[config.mk]
export PLATFORM = sky130hd
export DESIGN_NAME = fsc_ctrl
export DESIGN_NICKNAME = d
export VERILOG_FILES = /design/src/hw/fsc_pkg.sv /design/src/hw/fsc_bus_cycle.sv /design/src/hw/fsc_ctrl.sv
export SDC_FILE = /design/constraint.sdc
export NUM_CORES = 1
export LEC_CHECK = 0
export BUFFER_PORTS_ARGS = -buffer_cell sky130_fd_sc_hd__buf_4
export CORE_ASPECT_RATIO = 1.5
export CORE_MARGIN = 10
export CORE_UTILIZATION = 53
export CTS_CLUSTER_SIZE = 25
export DETAILED_ROUTE_END_ITERATION = 10
export GPL_ROUTABILITY_DRIVEN = 0
export HOLD_SLACK_MARGIN = 0.02
export PLACE_DENSITY = 0.73
export SETUP_SLACK_MARGIN = 0.15
export SLEW_MARGIN = 20
export SYNTH_ARGS = -nofsm -noshare
export SYNTH_HDL_FRONTEND = slang
export SYNTH_SLANG_ARGS = --single-unit
[constraint.sdc]
create_clock -name core_clk -period 5.95 [get_ports core_clk]
set_input_delay 0.2975 -clock core_clk [delete_from_list [all_inputs] [get_ports core_clk]]
set_output_delay 0.2975 -clock core_clk [all_outputs]
set_load 0.03 [all_outputs]
[src/hw/fsc_pkg.sv]
// Shared constants, types and register map of the flash sequencer controller.
// Assumes a 200 MHz core clock and a parallel NOR flash used in 16-bit word mode.
package fsc_pkg;

    // Clock period and the flash timing figures, each in its own unit.
    localparam int unsigned CLK_PERIOD_PS = 5000;        // Core clock period.
    localparam int unsigned CLK_HZ        = 200_000_000; // Core clock rate.
    localparam int unsigned T_AS_NS       = 10;          // Address set-up before a strobe.
    localparam int unsigned T_WP_NS       = 100;         // Write pulse width.
    localparam int unsigned T_WPH_NS      = 50;          // Write pulse width high.
    localparam int unsigned T_ACC_NS      = 120;         // Address to output delay.
    localparam int unsigned T_RDH_NS      = 150;         // Read strobe high pulse.
    localparam int unsigned ERASE_MAX_S   = 10;          // Longest erase cycle.

    // Least times round up to whole core clock cycles.
    localparam logic [7:0] AS_CYC   = 8'((T_AS_NS * 1000 + CLK_PERIOD_PS - 1) / CLK_PERIOD_PS);
    localparam logic [7:0] WP_CYC   = 8'((T_WP_NS * 1000 + CLK_PERIOD_PS - 1) / CLK_PERIOD_PS);
    localparam logic [7:0] WPH_CYC  = 8'((T_WPH_NS * 1000 + CLK_PERIOD_PS - 1) / CLK_PERIOD_PS);
    localparam logic [7:0] ACC_CYC  = 8'((T_ACC_NS * 1000 + CLK_PERIOD_PS - 1) / CLK_PERIOD_PS);
    localparam logic [7:0] RDH_CYC  = 8'((T_RDH_NS * 1000 + CLK_PERIOD_PS - 1) / CLK_PERIOD_PS);
    localparam longint unsigned ERASE_TIMEOUT_CYC = longint'(ERASE_MAX_S) * longint'(CLK_HZ);

    // Flash bus widths.
    localparam int unsigned ADDR_W = 19; // Word address lines.
    localparam int unsigned DATA_W = 16; // Data lines.

    // Command addresses and command bytes written to the flash.
    localparam logic [15:0] CMD_ADDR_A      = 16'h5555; // First unlock address.
    localparam logic [15:0] CMD_ADDR_B      = 16'h2aaa; // Second unlock address.
    localparam logic [15:0] CHIP_ERASE_ADDR = CMD_ADDR_A;
    localparam logic [7:0]  CMD_UNLOCK_A    = 8'haa;
    localparam logic [7:0]  CMD_UNLOCK_B    = 8'h55;
    localparam logic [7:0]  CMD_ERASE_SETUP = 8'h80;
    localparam logic [7:0]  CMD_CHIP_ERASE  = 8'h10;
    localparam logic [7:0]  CMD_SECT_ERASE  = 8'h30;
    localparam logic [7:0]  CMD_PROGRAM     = 8'ha0;
    localparam logic [7:0]  CMD_ID_ENTRY    = 8'h90;
    localparam logic [7:0]  CMD_ID_EXIT     = 8'hf0;
    localparam logic [7:0]  CMD_LOCKOUT     = 8'h40;
    localparam int unsigned STATUS_TOGGLE_LINE = 6; // Data line that toggles while busy.

    // Avalon byte offsets of the controller registers.
    localparam logic [4:0] REG_CTRL    = 5'h00;
    localparam logic [4:0] REG_ADDR    = 5'h04;
    localparam logic [4:0] REG_WDATA   = 5'h08;
    localparam logic [4:0] REG_RDATA   = 5'h0c;
    localparam logic [4:0] REG_STATUS  = 5'h10;
    localparam logic [4:0] REG_IRQ_ST  = 5'h14;
    localparam logic [4:0] REG_IRQ_CLR = 5'h18;
    localparam logic [4:0] REG_IRQ_EN  = 5'h1c;

    // Field positions.
    localparam int unsigned CTRL_START_BIT = 8; // Start strobe in the control register.
    localparam int unsigned ST_BUSY_BIT    = 0;
    localparam int unsigned ST_ID_BIT      = 1;
    localparam int unsigned ST_LOCK_BIT    = 2;
    localparam int unsigned ST_TMO_BIT     = 3;
    localparam int unsigned IRQ_DONE_BIT   = 0;
    localparam int unsigned IRQ_TMO_BIT    = 1;

    // Operations that software may start.
    typedef enum logic [2:0] {
        OP_READ       = 3'b000,
        OP_PROGRAM    = 3'b001,
        OP_CHIP_ERASE = 3'b010,
        OP_SECT_ERASE = 3'b011,
        OP_ID_ENTER   = 3'b100,
        OP_ID_EXIT    = 3'b101,
        OP_ID_EXIT1   = 3'b110,
        OP_LOCKOUT    = 3'b111
    } fsc_op_type;

    // Flash pins driven by the controller.
    typedef struct packed {
        logic              ce_n;   // Chip enable, active low.
        logic              oe_n;   // Output enable, active low.
        logic              we_n;   // Write enable, active low.
        logic [ADDR_W-1:0] addr;   // Word address.
        logic [DATA_W-1:0] dq_out; // Data driven onto the flash.
        logic              dq_oe;  // High while the controller drives data.
    } fsc_pins_type;

    // One flash write: address and data.
    typedef struct packed {
        logic [ADDR_W-1:0] addr;
        logic [DATA_W-1:0] data;
    } fsc_wr_type;

endpackage : fsc_pkg

[src/hw/fsc_bus_cycle.sv]
// One flash bus cycle, write or read, timed in core clock cycles.
// Assumes dq_in is synchronous to core_clk and start comes only while idle.
module fsc_bus_cycle
    import fsc_pkg::*;
(
    input  wire logic                  core_clk,
    input  wire logic                  sys_rst,
    input  wire logic                  start,
    input  wire logic                  is_write,
    input  wire logic [ADDR_W-1:0]     addr,
    input  wire logic [DATA_W-1:0]     wdata,
    input  wire logic [DATA_W-1:0]     dq_in,
    output logic                       done,
    output logic      [DATA_W-1:0]     rdata,
    output fsc_pkg::fsc_pins_type      pins
);
    import fsc_pkg::*;

    // Phases of one cycle.
    typedef enum logic [1:0] {
        CY_IDLE  = 2'b00,
        CY_SETUP = 2'b01,
        CY_PULSE = 2'b10,
        CY_RECOV = 2'b11
    } fsc_cy_type;

    // Whole state of the cycle engine.
    typedef struct packed {
        fsc_cy_type        st;    // Current phase.
        logic [7:0]        cnt;   // Cycles left in the phase.
        logic              wr;    // Cycle is a write.
        logic              done;  // One-cycle completion pulse.
        logic [DATA_W-1:0] rdata; // Data captured by the last read.
        fsc_pins_type      pins;  // Pin levels.
    } fsc_cy_state_type;

    fsc_cy_state_type s_q; // Registered state.
    fsc_cy_state_type s_d; // Next state.

    // Next-state logic of the cycle engine.
    always_comb begin
        s_d      = s_q;
        s_d.done = 1'b0;
        unique case (s_q.st)
            CY_IDLE: begin
                // Address and data settle with only chip enable low.
                if (start) begin
                    s_d.pins.addr   = addr;
                    s_d.pins.dq_out = wdata;
                    s_d.pins.dq_oe  = is_write;
                    s_d.pins.ce_n   = 1'b0;
                    s_d.pins.oe_n   = 1'b1;
                    s_d.pins.we_n   = 1'b1;
                    s_d.wr          = is_write;
                    s_d.cnt         = AS_CYC - 8'h01;
                    s_d.st          = CY_SETUP;
                end
            end
            CY_SETUP: begin
                // Open the write pulse or the read strobe.
                if (s_q.cnt == 8'h00) begin
                    if (s_q.wr) begin
                        s_d.pins.we_n = 1'b0;
                        s_d.cnt       = WP_CYC - 8'h01;
                    end else begin
                        s_d.pins.oe_n = 1'b0;
                        s_d.cnt       = ACC_CYC - 8'h01;
                    end
                    s_d.st = CY_PULSE;
                end else begin
                    s_d.cnt = s_q.cnt - 8'h01;
                end
            end
            CY_PULSE: begin
                // Close the strobe and raise chip enable; a read also samples data.
                if (s_q.cnt == 8'h00) begin
                    if (s_q.wr) begin
                        s_d.pins.we_n = 1'b1;
                        s_d.cnt       = WPH_CYC - 8'h01;
                    end else begin
                        s_d.rdata     = dq_in;
                        s_d.pins.oe_n = 1'b1;
                        s_d.cnt       = RDH_CYC - 8'h01;
                    end
                    s_d.pins.ce_n = 1'b1;
                    s_d.st        = CY_RECOV;
                end else begin
                    s_d.cnt = s_q.cnt - 8'h01;
                end
            end
            CY_RECOV: begin
                // Write data stays driven here as hold time; strobes stay high.
                if (s_q.cnt == 8'h00) begin
                    s_d.pins.dq_oe = 1'b0;
                    s_d.done       = 1'b1;
                    s_d.st         = CY_IDLE;
                end else begin
                    s_d.cnt = s_q.cnt - 8'h01;
                end
            end
        endcase
    end

    // State register; every strobe idles high.
    always_ff @(posedge core_clk or posedge sys_rst) begin
        if (sys_rst) begin
            s_q      <= '0;
            s_q.st   <= CY_IDLE;
            s_q.pins <= '{ce_n: 1'b1, oe_n: 1'b1, we_n: 1'b1, default: '0};
        end else begin
            s_q <= s_d;
        end
    end

    assign done  = s_q.done;
    assign rdata = s_q.rdata;
    assign pins  = s_q.pins;

endmodule : fsc_bus_cycle

[src/hw/fsc_ctrl.sv]
// Host-side controller of a parallel NOR flash: command sequences, toggle polling,
// identification mode and boot-block lockout, ordered over Avalon-MM registers.
// Assumes the flash runs in word mode and the pin inputs are synchronous to core_clk.
//
// The implementer's own choices: the address map and the Avalon-MM slave port.
module fsc_ctrl
    import fsc_pkg::*;
#(
    parameter logic [31:0] POLL_TIMEOUT_CYC = 32'(fsc_pkg::ERASE_TIMEOUT_CYC)
)
(
    input  wire logic                  core_clk,
    input  wire logic                  sys_rst,
    input  wire logic [4:0]            avs_address,
    input  wire logic                  avs_read,
    input  wire logic                  avs_write,
    input  wire logic [31:0]           avs_writedata,
    input  wire logic [3:0]            avs_byteenable,
    output logic      [31:0]           avs_readdata,
    output logic                       avs_waitrequest,
    output logic                       irq,
    input  wire logic [15:0]           dq_in,
    output fsc_pkg::fsc_pins_type      flash_pins
);
    import fsc_pkg::*;

    // Controller phases.
    typedef enum logic [1:0] {
        M_IDLE  = 2'b00,
        M_ISSUE = 2'b01,
        M_WAIT  = 2'b10
    } fsc_mst_type;

    // Whole state of the controller.
    typedef struct packed {
        fsc_mst_type       st;       // Current phase.
        fsc_op_type        op;       // Operation in progress.
        logic [2:0]        step;     // Write index within the command sequence.
        logic              polling;  // Toggle polling in progress.
        logic              have_prv; // A previous poll value is held.
        logic              prv_tog;  // Toggle line at the previous poll.
        logic [31:0]       poll_cnt; // Cycles spent polling.
        logic              cyc_go;   // Start pulse to the cycle engine.
        logic              cyc_wr;   // Cycle direction.
        fsc_wr_type        cyc;      // Cycle address and data.
        logic [ADDR_W-1:0] addr;     // Target address from software.
        logic [DATA_W-1:0] wdata;    // Program data from software.
        logic [DATA_W-1:0] rdata;    // Last array or identification read result.
        logic              id_mode;  // Identification mode believed active.
        logic              lock_set; // Lockout sequence has been written.
        logic              tmo;      // Last poll ended by timeout.
        logic [1:0]        irq_st;   // Sticky event bits.
        logic [1:0]        irq_en;   // Event enables.
        logic              irq;      // Interrupt level.
        logic              wait_rq;  // Waitrequest level, low in the answer cycle.
        logic [31:0]       rd;       // Bus read data.
    } fsc_ctl_state_type;

    fsc_ctl_state_type s_q;     // Registered state.
    fsc_ctl_state_type s_d;     // Next state.
    logic              cy_done; // Cycle engine finished.
    logic [15:0]       cy_rd;   // Data read by the cycle engine.

    // Builds a command write: upper address and upper data lines stay zero.
    function automatic fsc_wr_type cmd(input logic [15:0] a, input logic [7:0] d);
        cmd.addr = {3'h0, a};
        cmd.data = {8'h00, d};
    endfunction : cmd

    // Index of the last write in the sequence of an operation.
    function automatic logic [2:0] seq_last(input fsc_op_type op);
        unique case (op)
            OP_PROGRAM:                              seq_last = 3'd3;
            OP_CHIP_ERASE, OP_SECT_ERASE, OP_LOCKOUT: seq_last = 3'd5;
            OP_ID_ENTER, OP_ID_EXIT:                 seq_last = 3'd2;
            OP_READ, OP_ID_EXIT1:                    seq_last = 3'd0;
        endcase
    endfunction : seq_last

    // Address and data of one write of a command sequence.
    function automatic fsc_wr_type seq_word(input fsc_op_type op, input logic [2:0] step,
                                            input logic [ADDR_W-1:0] a,
                                            input logic [DATA_W-1:0] d);
        seq_word = cmd(CMD_ADDR_A, CMD_UNLOCK_A);
        if (op == OP_ID_EXIT1) begin
            seq_word = cmd(CMD_ADDR_A, CMD_ID_EXIT);
        end else begin
            unique case (step)
                3'd1: seq_word = cmd(CMD_ADDR_B, CMD_UNLOCK_B);
                3'd2: begin
                    unique case (op)
                        OP_PROGRAM:  seq_word = cmd(CMD_ADDR_A, CMD_PROGRAM);
                        OP_ID_ENTER: seq_word = cmd(CMD_ADDR_A, CMD_ID_ENTRY);
                        OP_ID_EXIT:  seq_word = cmd(CMD_ADDR_A, CMD_ID_EXIT);
                        default:     seq_word = cmd(CMD_ADDR_A, CMD_ERASE_SETUP);
                    endcase
                end
                3'd3: begin
                    if (op == OP_PROGRAM) begin
                        seq_word = '{addr: a, data: d};
                    end
                end
                3'd4: seq_word = cmd(CMD_ADDR_B, CMD_UNLOCK_B);
                3'd5: begin
                    unique case (op)
                        OP_CHIP_ERASE: seq_word = cmd(CHIP_ERASE_ADDR, CMD_CHIP_ERASE);
                        OP_SECT_ERASE: seq_word = '{addr: a, data: {8'h00, CMD_SECT_ERASE}};
                        default:       seq_word = cmd(CMD_ADDR_A, CMD_LOCKOUT);
                    endcase
                end
                default: seq_word = cmd(CMD_ADDR_A, CMD_UNLOCK_A);
            endcase
        end
    endfunction : seq_word

    // Next-state logic: bus slave, sequencing, polling and interrupts.
    always_comb begin
        s_d        = s_q;
        s_d.cyc_go = 1'b0;

        // Bus slave: answer one cycle after the request, commit at the answer edge.
        if (s_q.wait_rq && (avs_read || avs_write)) begin
            s_d.wait_rq = 1'b0;
            unique case (avs_address)
                REG_CTRL:   s_d.rd = {29'h0, s_q.op};
                REG_ADDR:   s_d.rd = {13'h0, s_q.addr};
                REG_WDATA:  s_d.rd = {16'h0, s_q.wdata};
                REG_RDATA:  s_d.rd = {16'h0, s_q.rdata};
                REG_STATUS: s_d.rd = {28'h0, s_q.tmo, s_q.lock_set, s_q.id_mode,
                                      s_q.st != M_IDLE};
                REG_IRQ_ST: s_d.rd = {30'h0, s_q.irq_st};
                REG_IRQ_EN: s_d.rd = {30'h0, s_q.irq_en};
                default:    s_d.rd = 32'h0000_0000;
            endcase
        end else if (!s_q.wait_rq) begin
            s_d.wait_rq = 1'b1;
            if (avs_write && (avs_byteenable != 4'h0)) begin
                unique case (avs_address)
                    REG_CTRL: begin
                        // A start while busy is ignored.
                        if (avs_writedata[CTRL_START_BIT] && s_q.st == M_IDLE) begin
                            s_d.op       = fsc_op_type'(avs_writedata[2:0]);
                            s_d.step     = 3'd0;
                            s_d.polling  = 1'b0;
                            s_d.st       = M_ISSUE;
                            s_d.cyc_wr   = fsc_op_type'(avs_writedata[2:0]) != OP_READ;
                            s_d.cyc      = (fsc_op_type'(avs_writedata[2:0]) == OP_READ)
                                         ? fsc_wr_type'{addr: s_q.addr, data: s_q.wdata}
                                         : seq_word(fsc_op_type'(avs_writedata[2:0]), 3'd0,
                                                    s_q.addr, s_q.wdata);
                        end
                    end
                    REG_ADDR:    s_d.addr   = avs_writedata[ADDR_W-1:0];
                    REG_WDATA:   s_d.wdata  = avs_writedata[DATA_W-1:0];
                    REG_IRQ_CLR: s_d.irq_st = s_q.irq_st & ~avs_writedata[1:0];
                    REG_IRQ_EN:  s_d.irq_en = avs_writedata[1:0];
                    default: begin
                        // Unmapped and read-only offsets ignore writes.
                    end
                endcase
            end
        end

        // Sequencer.
        unique case (s_q.st)
            M_IDLE: begin
                // Waiting for a start from software.
            end
            M_ISSUE: begin
                // One start pulse to the cycle engine.
                s_d.cyc_go = 1'b1;
                s_d.st     = M_WAIT;
            end
            M_WAIT: begin
                if (s_q.polling) begin
                    s_d.poll_cnt = s_q.poll_cnt + 32'h1;
                end
                if (cy_done) begin
                    if (s_q.polling) begin
                        // Completion is two successive reads with equal toggle line.
                        if (s_q.have_prv && cy_rd[STATUS_TOGGLE_LINE] == s_q.prv_tog) begin
                            s_d.st                   = M_IDLE;
                            s_d.irq_st[IRQ_DONE_BIT] = 1'b1;
                        end else if (s_q.poll_cnt >= POLL_TIMEOUT_CYC) begin
                            s_d.st                  = M_IDLE;
                            s_d.tmo                 = 1'b1;
                            s_d.irq_st[IRQ_TMO_BIT] = 1'b1;
                        end else begin
                            s_d.prv_tog  = cy_rd[STATUS_TOGGLE_LINE];
                            s_d.have_prv = 1'b1;
                            s_d.st       = M_ISSUE;
                        end
                    end else if (!s_q.cyc_wr) begin
                        // Single array or identification read.
                        s_d.rdata                = cy_rd;
                        s_d.st                   = M_IDLE;
                        s_d.irq_st[IRQ_DONE_BIT] = 1'b1;
                    end else if (s_q.step != seq_last(s_q.op)) begin
                        s_d.step = s_q.step + 3'd1;
                        s_d.cyc  = seq_word(s_q.op, s_q.step + 3'd1, s_q.addr, s_q.wdata);
                        s_d.st   = M_ISSUE;
                    end else if (s_q.op inside {OP_PROGRAM, OP_CHIP_ERASE, OP_SECT_ERASE}) begin
                        // Poll reads reuse the final write address unchanged.
                        s_d.polling  = 1'b1;
                        s_d.have_prv = 1'b0;
                        s_d.poll_cnt = 32'h0;
                        s_d.tmo      = 1'b0;
                        s_d.cyc_wr   = 1'b0;
                        s_d.st       = M_ISSUE;
                    end else begin
                        // Mode-changing sequences end without polling.
                        if (s_q.op == OP_ID_ENTER) begin
                            s_d.id_mode = 1'b1;
                        end
                        if (s_q.op inside {OP_ID_EXIT, OP_ID_EXIT1}) begin
                            s_d.id_mode = 1'b0;
                        end
                        if (s_q.op == OP_LOCKOUT) begin
                            s_d.lock_set = 1'b1;
                        end
                        s_d.st                   = M_IDLE;
                        s_d.irq_st[IRQ_DONE_BIT] = 1'b1;
                    end
                end
            end
            default: s_d.st = M_IDLE;
        endcase

        // Interrupt level follows the enabled sticky bits.
        s_d.irq = |(s_d.irq_st & s_d.irq_en);
    end

    // State register.
    always_ff @(posedge core_clk or posedge sys_rst) begin
        if (sys_rst) begin
            s_q         <= '0;
            s_q.st      <= M_IDLE;
            s_q.wait_rq <= 1'b1;
        end else begin
            s_q <= s_d;
        end
    end

    // Cycle engine that times each flash strobe.
    fsc_bus_cycle u_cycle (
        .core_clk (core_clk),
        .sys_rst  (sys_rst),
        .start    (s_q.cyc_go),
        .is_write (s_q.cyc_wr),
        .addr     (s_q.cyc.addr),
        .wdata    (s_q.cyc.data),
        .dq_in    (dq_in),
        .done     (cy_done),
        .rdata    (cy_rd),
        .pins     (flash_pins)
    );

    assign avs_readdata    = s_q.rd;
    assign avs_waitrequest = s_q.wait_rq;
    assign irq             = s_q.irq;

endmodule : fsc_ctrl

## After elaboration in Yosys (flattened, before gate mapping)

Memory sizes are Yosys's and may differ from the RTL's.
Cells that the tools add are included.
W data, S select, Z words.

| cells by class | value |
|---|---|
| add/sub/neg operators | 3 |
| magnitude comparators | 1 |
| equality and inequality tests | 40 |
| mux-type cells | 103 |
| bitwise operators | 12 |
| reduce and logical (&&, ||, !) cells | 40 |

Operators by type and width:

| operator | count |
|---|---|
| $mux W36 | 6 |
| $mux W71 | 3 |
| $mux W32 | 5 |
| $mux W35 | 4 |
| $pmux W35 S4 | 1 |
| $pmux W19 S7 | 1 |
| $mux W38 | 2 |
| $pmux W35 S2 | 1 |
| $mux W9 | 5 |
| $pmux W10 S4 | 1 |
| $mux W39 | 1 |
| $mux W2 | 17 |
| $add A32 B1 Y32 const B | 1 |
| $ge A32 B31 Y1 const B | 1 |
| $mux W1 | 29 |
| $reduce_and A7 Y1 | 4 |
| $mux W3 | 9 |
| $mux W8 | 3 |
| $eq A3 B3 Y1 const B | 7 |
| $pmux W7 S3 | 1 |
| $eq A5 B5 Y1 const B | 4 |
| $mux W19 | 1 |
| $mux W16 | 1 |
| $mux W4 | 4 |
| 35 further kinds | 87 |

| storage, ports and cells | value |
|---|---|
| bits in registers | 239 |
| ROM bits | 24 |
| input port bits | 61 |
| output and inout bits | 73 |
| logic and storage cells | 233 |
| memories kept | 1 |

Memories:

| name | words | width | read ports | clocked after memory_dff | write ports | RTL line | source |
|---|---|---|---|---|---|---|---|
| (no name shown) | 8 | 3 | 1 | 0 | 0 | fsc_ctrl.sv:72 | `unique case (op)` |

## Logic depth before layout (Yosys ltp)

Gate-level depths: netlist (run 1).

| depth | value |
|---|---|
| depth in word-level cells | 14 |
| depth in mapped cells | 10 |
| mapped depth without buffers | 8 |

## Hierarchy

A second synthesis (run 1) with hierarchy kept.

| unflattened totals | value |
|---|---|
| cells, all modules | 1021 |
| area, all modules | 11379.7 um^2 |

By module, submodules not included:

| module | instances | cells each | area an instance (um^2) | seq. area each (um^2) |
|---|---|---|---|---|
| fsc_ctrl | 1 | 745 | 7960.1 | 3980.1 |
| fsc_bus_cycle | 1 | 276 | 3419.5 | 1680.4 |

## Least setup slack after synthesis (run 1)

OpenSTA, ideal clock, no wires.

| path | value |
|---|---|
| path kind | flip-flop to flip-flop |
| start point | register s_q[164] (netlist name) |
| end point | register s_q[108] (netlist name) |
| setup time | 0.131 ns |
| arrival time | 2.082 ns |
| data required time | 5.819 ns |
| setup slack | 3.736 ns |
| stages on the path, launching flop included | 10 |
| buffers on the path | 2 |
| period minus slack after synthesis | 2.214 ns |
| cell sequence | dfrtp_1 ha_1 clkbuf_2 xnor2_4 mux2i_1 o21bai_1 nor4b_1 or2_1 clkbuf_1 a21oi_1 |

RTL lines:

| element | RTL line | source |
|---|---|---|
| from (decl) | fsc_ctrl.sv:59 | `fsc_ctl_state_type s_q;` |

==> flow_summary.yaml, run 1 <==
finish:
  drive_gt1_frac: 0.275
  area_growth_pct: 13.1
  fin_area_sq_mm: 0.0124
  fillers: 1676
  num_antenna_cells: 0
  nets: 1114
  final_cells: 1319
routing:
  ant_nets: 0
  totalWireLength_mm: 25.6
  vias: 7479
  first_iter_violations: 461
  first_pass_iters: 6
  drt-wirelength-per-cell_microns: 19.4
  drc: 0
  via_per_inst: 5.67
power:
  power.leakage_nw: 5.86
  p_per_area_mw_per_mm2: 265
  vdd_drop_max_uv: 278
clock_tree:
  numCtsBuffers: 22
  clkTransAtPathRegs_ns: 0.06
  clk_path_buf_depth: 3
  cts_sinks: 226
  cts_tree: "yes"
  htree_num_levels: 1
  cts_root_buf: "clkbuf_16"
  cts_resized: 0
  clock_latency_ns: 0.50
synthesis:
  yosys_warnings: 0
  synth_top_area_cell: "dfrtp_1"
  seq_area_frac_synth: 0.515
  synth_top_area_frac: 0.506
  ys.flop_type: "dfrtp_1"
  async_flop_share: 1.00
  yosys-top-cells-area: "dfrtp_1 (51%), mux2_2 (11%), buf_4 (5.0%), nand2_1 (2.6%), nor2_1 (2.5%)"
  avgSynthCellArea_sq_um: 11.1
  yosysUniqueCellTypes: 83
  ys_seq_elements: 226
  synth_edf_count: 0
  post-synth-top-count-cell: "dfrtp_1"
  synth_cells: 990
  synthTopCellsByCount: "dfrtp_1 (222), mux2_2 (108), nand2_1 (76), buf_4 (73), nor2_1 (72)"
  syn_area_sq_mm: 0.0110
worst_setup_path:
  reg2reg_depth: 5
  crit_start: "s_q[168]$_DFFE_PP0P_"
  crit_cells: 5
  critPathArrivalTime_ns: 3.20
  crit_type: "reg -> reg"
  cp-start-kind: "register"
  cp_slowest_cell: "o21a_1"
  worst-path-max-fanout: 22
  r2r_start: "s_q[168]$_DFFE_PP0P_"
  critPathBufInv: 0
  rrSetupSlack_ns: 3.18
  cp.required_ns: 6.38
  critPathCapture: "s_q[115]$_DFF_PP0_"
  cp-end-kind: "register"
  crit_chain: "nand2b_1, o31ai_1, a31o_1, o21a_1, a221o_1"
  r2r-end: "s_q[115]$_DFF_PP0_"
  slowest_delay_ns: 0.78
  cp_top_family: "compound AO/OA/AOI/OAI gates"
placed_design:
  io_buffers: 107
  dp_hpwl_mm: 18.4
  post_dp_cell_area_sq_mm: 0.0115
  dp_cells: 1263
run:
  cap_violations: 0
die:
  die_w_microns: 138
  dieArea_sq_mm: 0.0270
  initial_core_util: 0.538
  coreArea_sq_mm: 0.0204
  die_y_microns: 196
  ios: 134
  rows: 64
sta:
  finalHoldViolCount: 0
  skew_ns: 0.0125
  setup_violations: 0
  rsz0062_at_grt: "no"
  worst_slew_pin_slew_ns: 1.12
  post-route-period-util: 0.466
  fin_crit_ns: 2.77
  tns_ns: 0
  fmax_ghz: 0.361
  relSlewSlack: 0.250
  maxSlewViolCount: 0
outcome:
  outcome: "completed"
grt:
  track_usage: 0.190
  grt_antenna_before_repair: 0
  grt_pass1_vias: 7813
  overflow: 0
  grt_pass1_wl_mm: 41.4
  grt_max_degree: 175
worst_hold_path:
  hold_class: "in -> reg"
power by group:
group	switching, mW	leakage [nW]	internal (mW)	total, mW
clock network	0.577	0.386	0.911	1.49
registers	0.0521	2.93	1.58	1.63
logic	0.0975	2.54	0.0731	0.171
logic make-up after synthesis:
family	Yosys count	synth area share
simple gates	272	0.129
flops	226	0.515
compound gates	189	0.118
buf+inv	141	0.0776
mux	111	0.113
xor+xnor	37	0.0312
fa+ha+maj	13	0.0148
other cells	1	0.000341
layer usage:
layer | vias up | part of all wire | track usage
met2 | 191 | 0.54 | 0.347
met5 | - | 0 | 0
met1 | 3691 | 0.38 | 0.214
met3 | 61 | 0.040 | 0.0295
met4 | 0 | 0.040 | 0.0764
li1 | 3536 | - | -
timing repair:
action / in CTS / in global routing
hold buffers: 17 / 0
buffers inserted: 0 / 0
endpoints found under the hold margin: 21 / 0
worst min path at each step:
stage | start | end | cells after the start
after floorplan | avs_writedata[1] | s_q[168]$_DFFE_PP0P_ | 2
after global placement | avs_read | avs_waitrequest$_DFF_PP1_ | 2
after detailed placement | avs_read | avs_waitrequest$_DFF_PP1_ | 2
after CTS | dq_in[10] | u_cycle.rdata[10]$_DFFE_PP0P_ | 2
after global routing | avs_writedata[18] | s_q[91]$_DFFE_PP0P_ | 2
final | avs_writedata[18] | s_q[91]$_DFFE_PP0P_ | 2
area by class of cell:
class / instances / area (sq um) / area share
clock buffers: 33 / 673 / 0.0542
flip-flops and latches: 226 / 5660 / 0.455
inverters: 23 / 90.1 / 0.00725
multi-input cells: 635 / 4520 / 0.364
repair buffers: 132 / 1050 / 0.0842
clock inverters: 6 / 109 / 0.00876
well taps: 264 / 330 / 0.0266
cell usage in the layout (no fill, tap or decap), drive strengths merged, types with 6 or more instances in the layout:
cell type,instances
dfrtp,222
buf,115
mux2,108
nand2,77
nor2,73
o21ai,47
a21oi,39
clkbuf,33
a22o,30
xor2,24
inv,22
nand3,21
nor3,21
dlygate4sd3,17
nand4,14
ha,13
conb,13
xnor2,13
and3,9
a22oi,9
nand2b,9
a221o,8
o31ai,6
o22ai,6
and4,6
o21bai,6
sequential cells by signal (all words and copies together), names as in the netlist:
name             count
avs_readdata        19
avs_waitrequest      1
irq                  1
s_q                138
u_cycle.done         1
u_cycle.pins        39
u_cycle.rdata       16
u_cycle.s_q         11
metrics by stage:
| stage | setup slack, ns | hold WS, ns | power (mW) | utilization |
|---|---|---|---|---|
| 3_3_place_gp | 3.18 | 0.448 | 1.82 | 0.562 |
| 4_1_cts | 3.23 | 0.0213 | 3.32 | 0.609 |
| 3_5_place_dp | 3.24 | 0.450 | 1.82 | 0.562 |
| 5_1_grt | 3.07 | 0.0245 | 3.39 | 0.609 |
| 6_report | 3.18 | 0.0323 | 3.29 | 0.609 |
| 2_1_floorplan | 2.70 | 0.411 | 1.74 | - |
Note: power is estimated with default switching activity, not from simulation.
==> run 2: changes to the inputs <==
--- a/config.mk
+++ b/config.mk
@@ -8,12 +8,12 @@
 export BUFFER_PORTS_ARGS = -buffer_cell sky130_fd_sc_hd__buf_4
 export CORE_ASPECT_RATIO = 1.5
 export CORE_MARGIN = 10
-export CORE_UTILIZATION = 53
+export CORE_UTILIZATION = 54
 export CTS_CLUSTER_SIZE = 25
 export DETAILED_ROUTE_END_ITERATION = 10
 export GPL_ROUTABILITY_DRIVEN = 0
 export HOLD_SLACK_MARGIN = 0.02
-export PLACE_DENSITY = 0.73
+export PLACE_DENSITY = 0.71
 export SETUP_SLACK_MARGIN = 0.15
 export SLEW_MARGIN = 20
 export SYNTH_ARGS = -nofsm -noshare
==> constraint.sdc (replaced) <==
create_clock -name core_clk -period 2.7 [get_ports core_clk]
set_input_delay 0.135 -clock core_clk [delete_from_list [all_inputs] [get_ports core_clk]]
set_output_delay 0.135 -clock core_clk [all_outputs]
set_load 0.03 [all_outputs]
==> flow_summary.yaml, run 2 (same netlist as run 1, synthesis figures left out) <==
outcome:
  outcome: "completed"
worst_setup_path:
  cp_slowest_cell: "dfrtp_1"
  critPathCapture: "s_q[114]$_DFF_PP0_"
  r2r_start: "s_q[164]$_DFF_PP0_"
  crit_chain: "ha_1, xnor2_4, mux2i_1, o21bai_1, nor4b_1, or2_4, a21oi_1"
  crit_start: "s_q[164]$_DFF_PP0_"
  r2r-end: "s_q[114]$_DFF_PP0_"
  reg2reg_depth: 7
  worst-path-max-fanout: 10
  cp-end-kind: "register"
  cp.required_ns: 3.09
  critPathArrivalTime_ns: 2.80
  cp-start-kind: "register"
  crit_type: "reg -> reg"
  slowest_delay_ns: 0.49
  rrSetupSlack_ns: 0.29
finish:
  drive_gt1_frac: 0.287
  largest_reg_flops: 138
  nets: 1152
  top_register: "s_q"
  area_growth_pct: 16.5
  layout_commonest_cell: "dfrtp_1"
  layout_common_cells: "dfrtp_1 (222), buf_4 (129), mux2_2 (108), nand2_1 (76), nor2_1 (72)"
  fin_area_sq_mm: 0.0128
  num_antenna_cells: 0
routing:
  drt-wirelength-per-cell_microns: 19.7
  ant_nets: 0
  first_pass_iters: 5
  totalWireLength_mm: 26.7
  via_per_inst: 5.70
  vias: 7718
  drc: 0
  first_iter_violations: 425
grt:
  grt_max_degree: 95
  grt_pass1_wl_mm: 43.2
  busiest_layer: "met2"
  grt_antenna_before_repair: 0
  track_usage: 0.201
  use_met2: 0.370
  use_met1: 0.227
  grt_pass1_vias: 8024
  overflow: 0
  use_met3: 0.0268
placed_design:
  io_buffers: 107
  post_dp_cell_area_sq_mm: 0.0116
  dp_hpwl_mm: 18.9
sta:
  post-route-period-util: 0.893
  fmax_ghz: 0.415
  worst_slew_pin_slew_ns: 1.07
  rsz0062_at_grt: "yes"
  relSlewSlack: 0.287
  setup_violations: 0
  fin_crit_ns: 2.41
  maxSlewViolCount: 0
  finalHoldViolCount: 0
  skew_ns: 0.0166
  tns_ns: 0
clock_tree:
  htree_num_levels: 1
  cts_sinks: 226
  numCtsBuffers: 23
  clkTransAtPathRegs_ns: 0.06
  cts_root_buf: "clkbuf_16"
  cts_setup_buffers: 0
  clk_path_buf_depth: 3
  cts_tree: "yes"
  clock_latency_ns: 0.51
power:
  totalPowerFinal_mw: 7.28
  vdd_drop_max_uv: 499
  p_per_area_mw_per_mm2: 569
  power.leakage_nw: 6.06
die:
  initial_core_util: 0.553
  rows: 63
  die_y_microns: 195
  ios: 134
  die_w_microns: 136
  coreArea_sq_mm: 0.0199
  dieArea_sq_mm: 0.0266
run:
  cap_violations: 0
worst_hold_path:
  hold_class: "in -> reg"
[run 2: changes by cell type in the layout (fill, tap and decap cells not counted), moves of 2 or more]
cell           change
buf_12             +3
inv_6              +3
dlygate4sd3_1     +19
clkinv_2           +2
buf_4             +15
clkbuf_1           -2
[run 2: repair_timing]
| item | CTS | global route |
|---|---|---|
| hold endpoints to repair | 78 | 0 |
| setup endpoints to repair | 0 | 23 |
| hold buffers | 36 | 0 |
| gates resized for setup | 0 | 2 |
[run 2: metrics by stage]
stage / setup WS, ns / utilization / instances / hold slack [ns]
finish: 0.290 / 0.644 / 1354 / 0.0605
floorplan: -0.384 / - / 1002 / 0.248
global placement: 0.368 / 0.586 / 1277 / 0.237
CTS: 0.293 / 0.644 / 1354 / 0.0461
detailed placement: 0.282 / 0.586 / 1277 / 0.242
global route: 0.145 / 0.644 / 1354 / 0.0748
[run 2: area by class of cell]
| type | instances | area (sq um) |
|---|---|---|
| fill | 1588 | 7070 |
| sequential | 226 | 5660 |
| multi-input combinational | 635 | 4530 |
| timing repair buffer | 169 | 1410 |
| clock buffer | 31 | 666 |
| tap | 260 | 325 |
| clock inverter | 10 | 115 |
| inverter | 23 | 90.1 |
[run 2: how the worst min path moves through the flow]
stage	start	to	depth (start not counted)
floorplan	avs_writedata[1]	s_q[168]$_DFFE_PP0P_	2
global placement	sys_rst	s_q[44]$_DFFE_PP0P_	2
detailed placement	sys_rst	s_q[44]$_DFFE_PP0P_	2
CTS	avs_address[3]	s_q[37]$_DFF_PP0_	3
global route	avs_address[4]	avs_readdata[1]$_DFFE_PP0P_	3
finish	avs_address[3]	s_q[37]$_DFF_PP0_	3
[run 2: worst max-delay path: cells and delay by family (launching register included)]
family | cells | cell delay, ns
XOR/XNOR | 1 | 0.33
multiplexers | 1 | 0.31
flip-flops | 1 | 0.49
AO/OA/AOI/OAI | 2 | 0.21
AND/OR/NAND/NOR | 2 | 0.57
adder cells (fa/ha/maj) | 1 | 0.39
[run 2: per-layer routing]
| metal | part of all wire | vias up | wire length (microns) |
|---|---|---|---|
| li1 | - | 3612 | - |
| met3 | 0.036 | 59 | 964 |
| met4 | 0.034 | 0 | 901 |
| met5 | 0 | - | 0 |
| met2 | 0.55 | 192 | 14600 |
| met1 | 0.38 | 3855 | 10200 |
[run 2: power breakdown]
part / switching (mW) / internal [mW] / total (mW)
Combinational: 0.219 / 0.182 / 0.401
Sequential: 0.127 / 3.49 / 3.61
Clock: 1.33 / 1.93 / 3.27
Total: 1.68 / 5.60 / 7.28
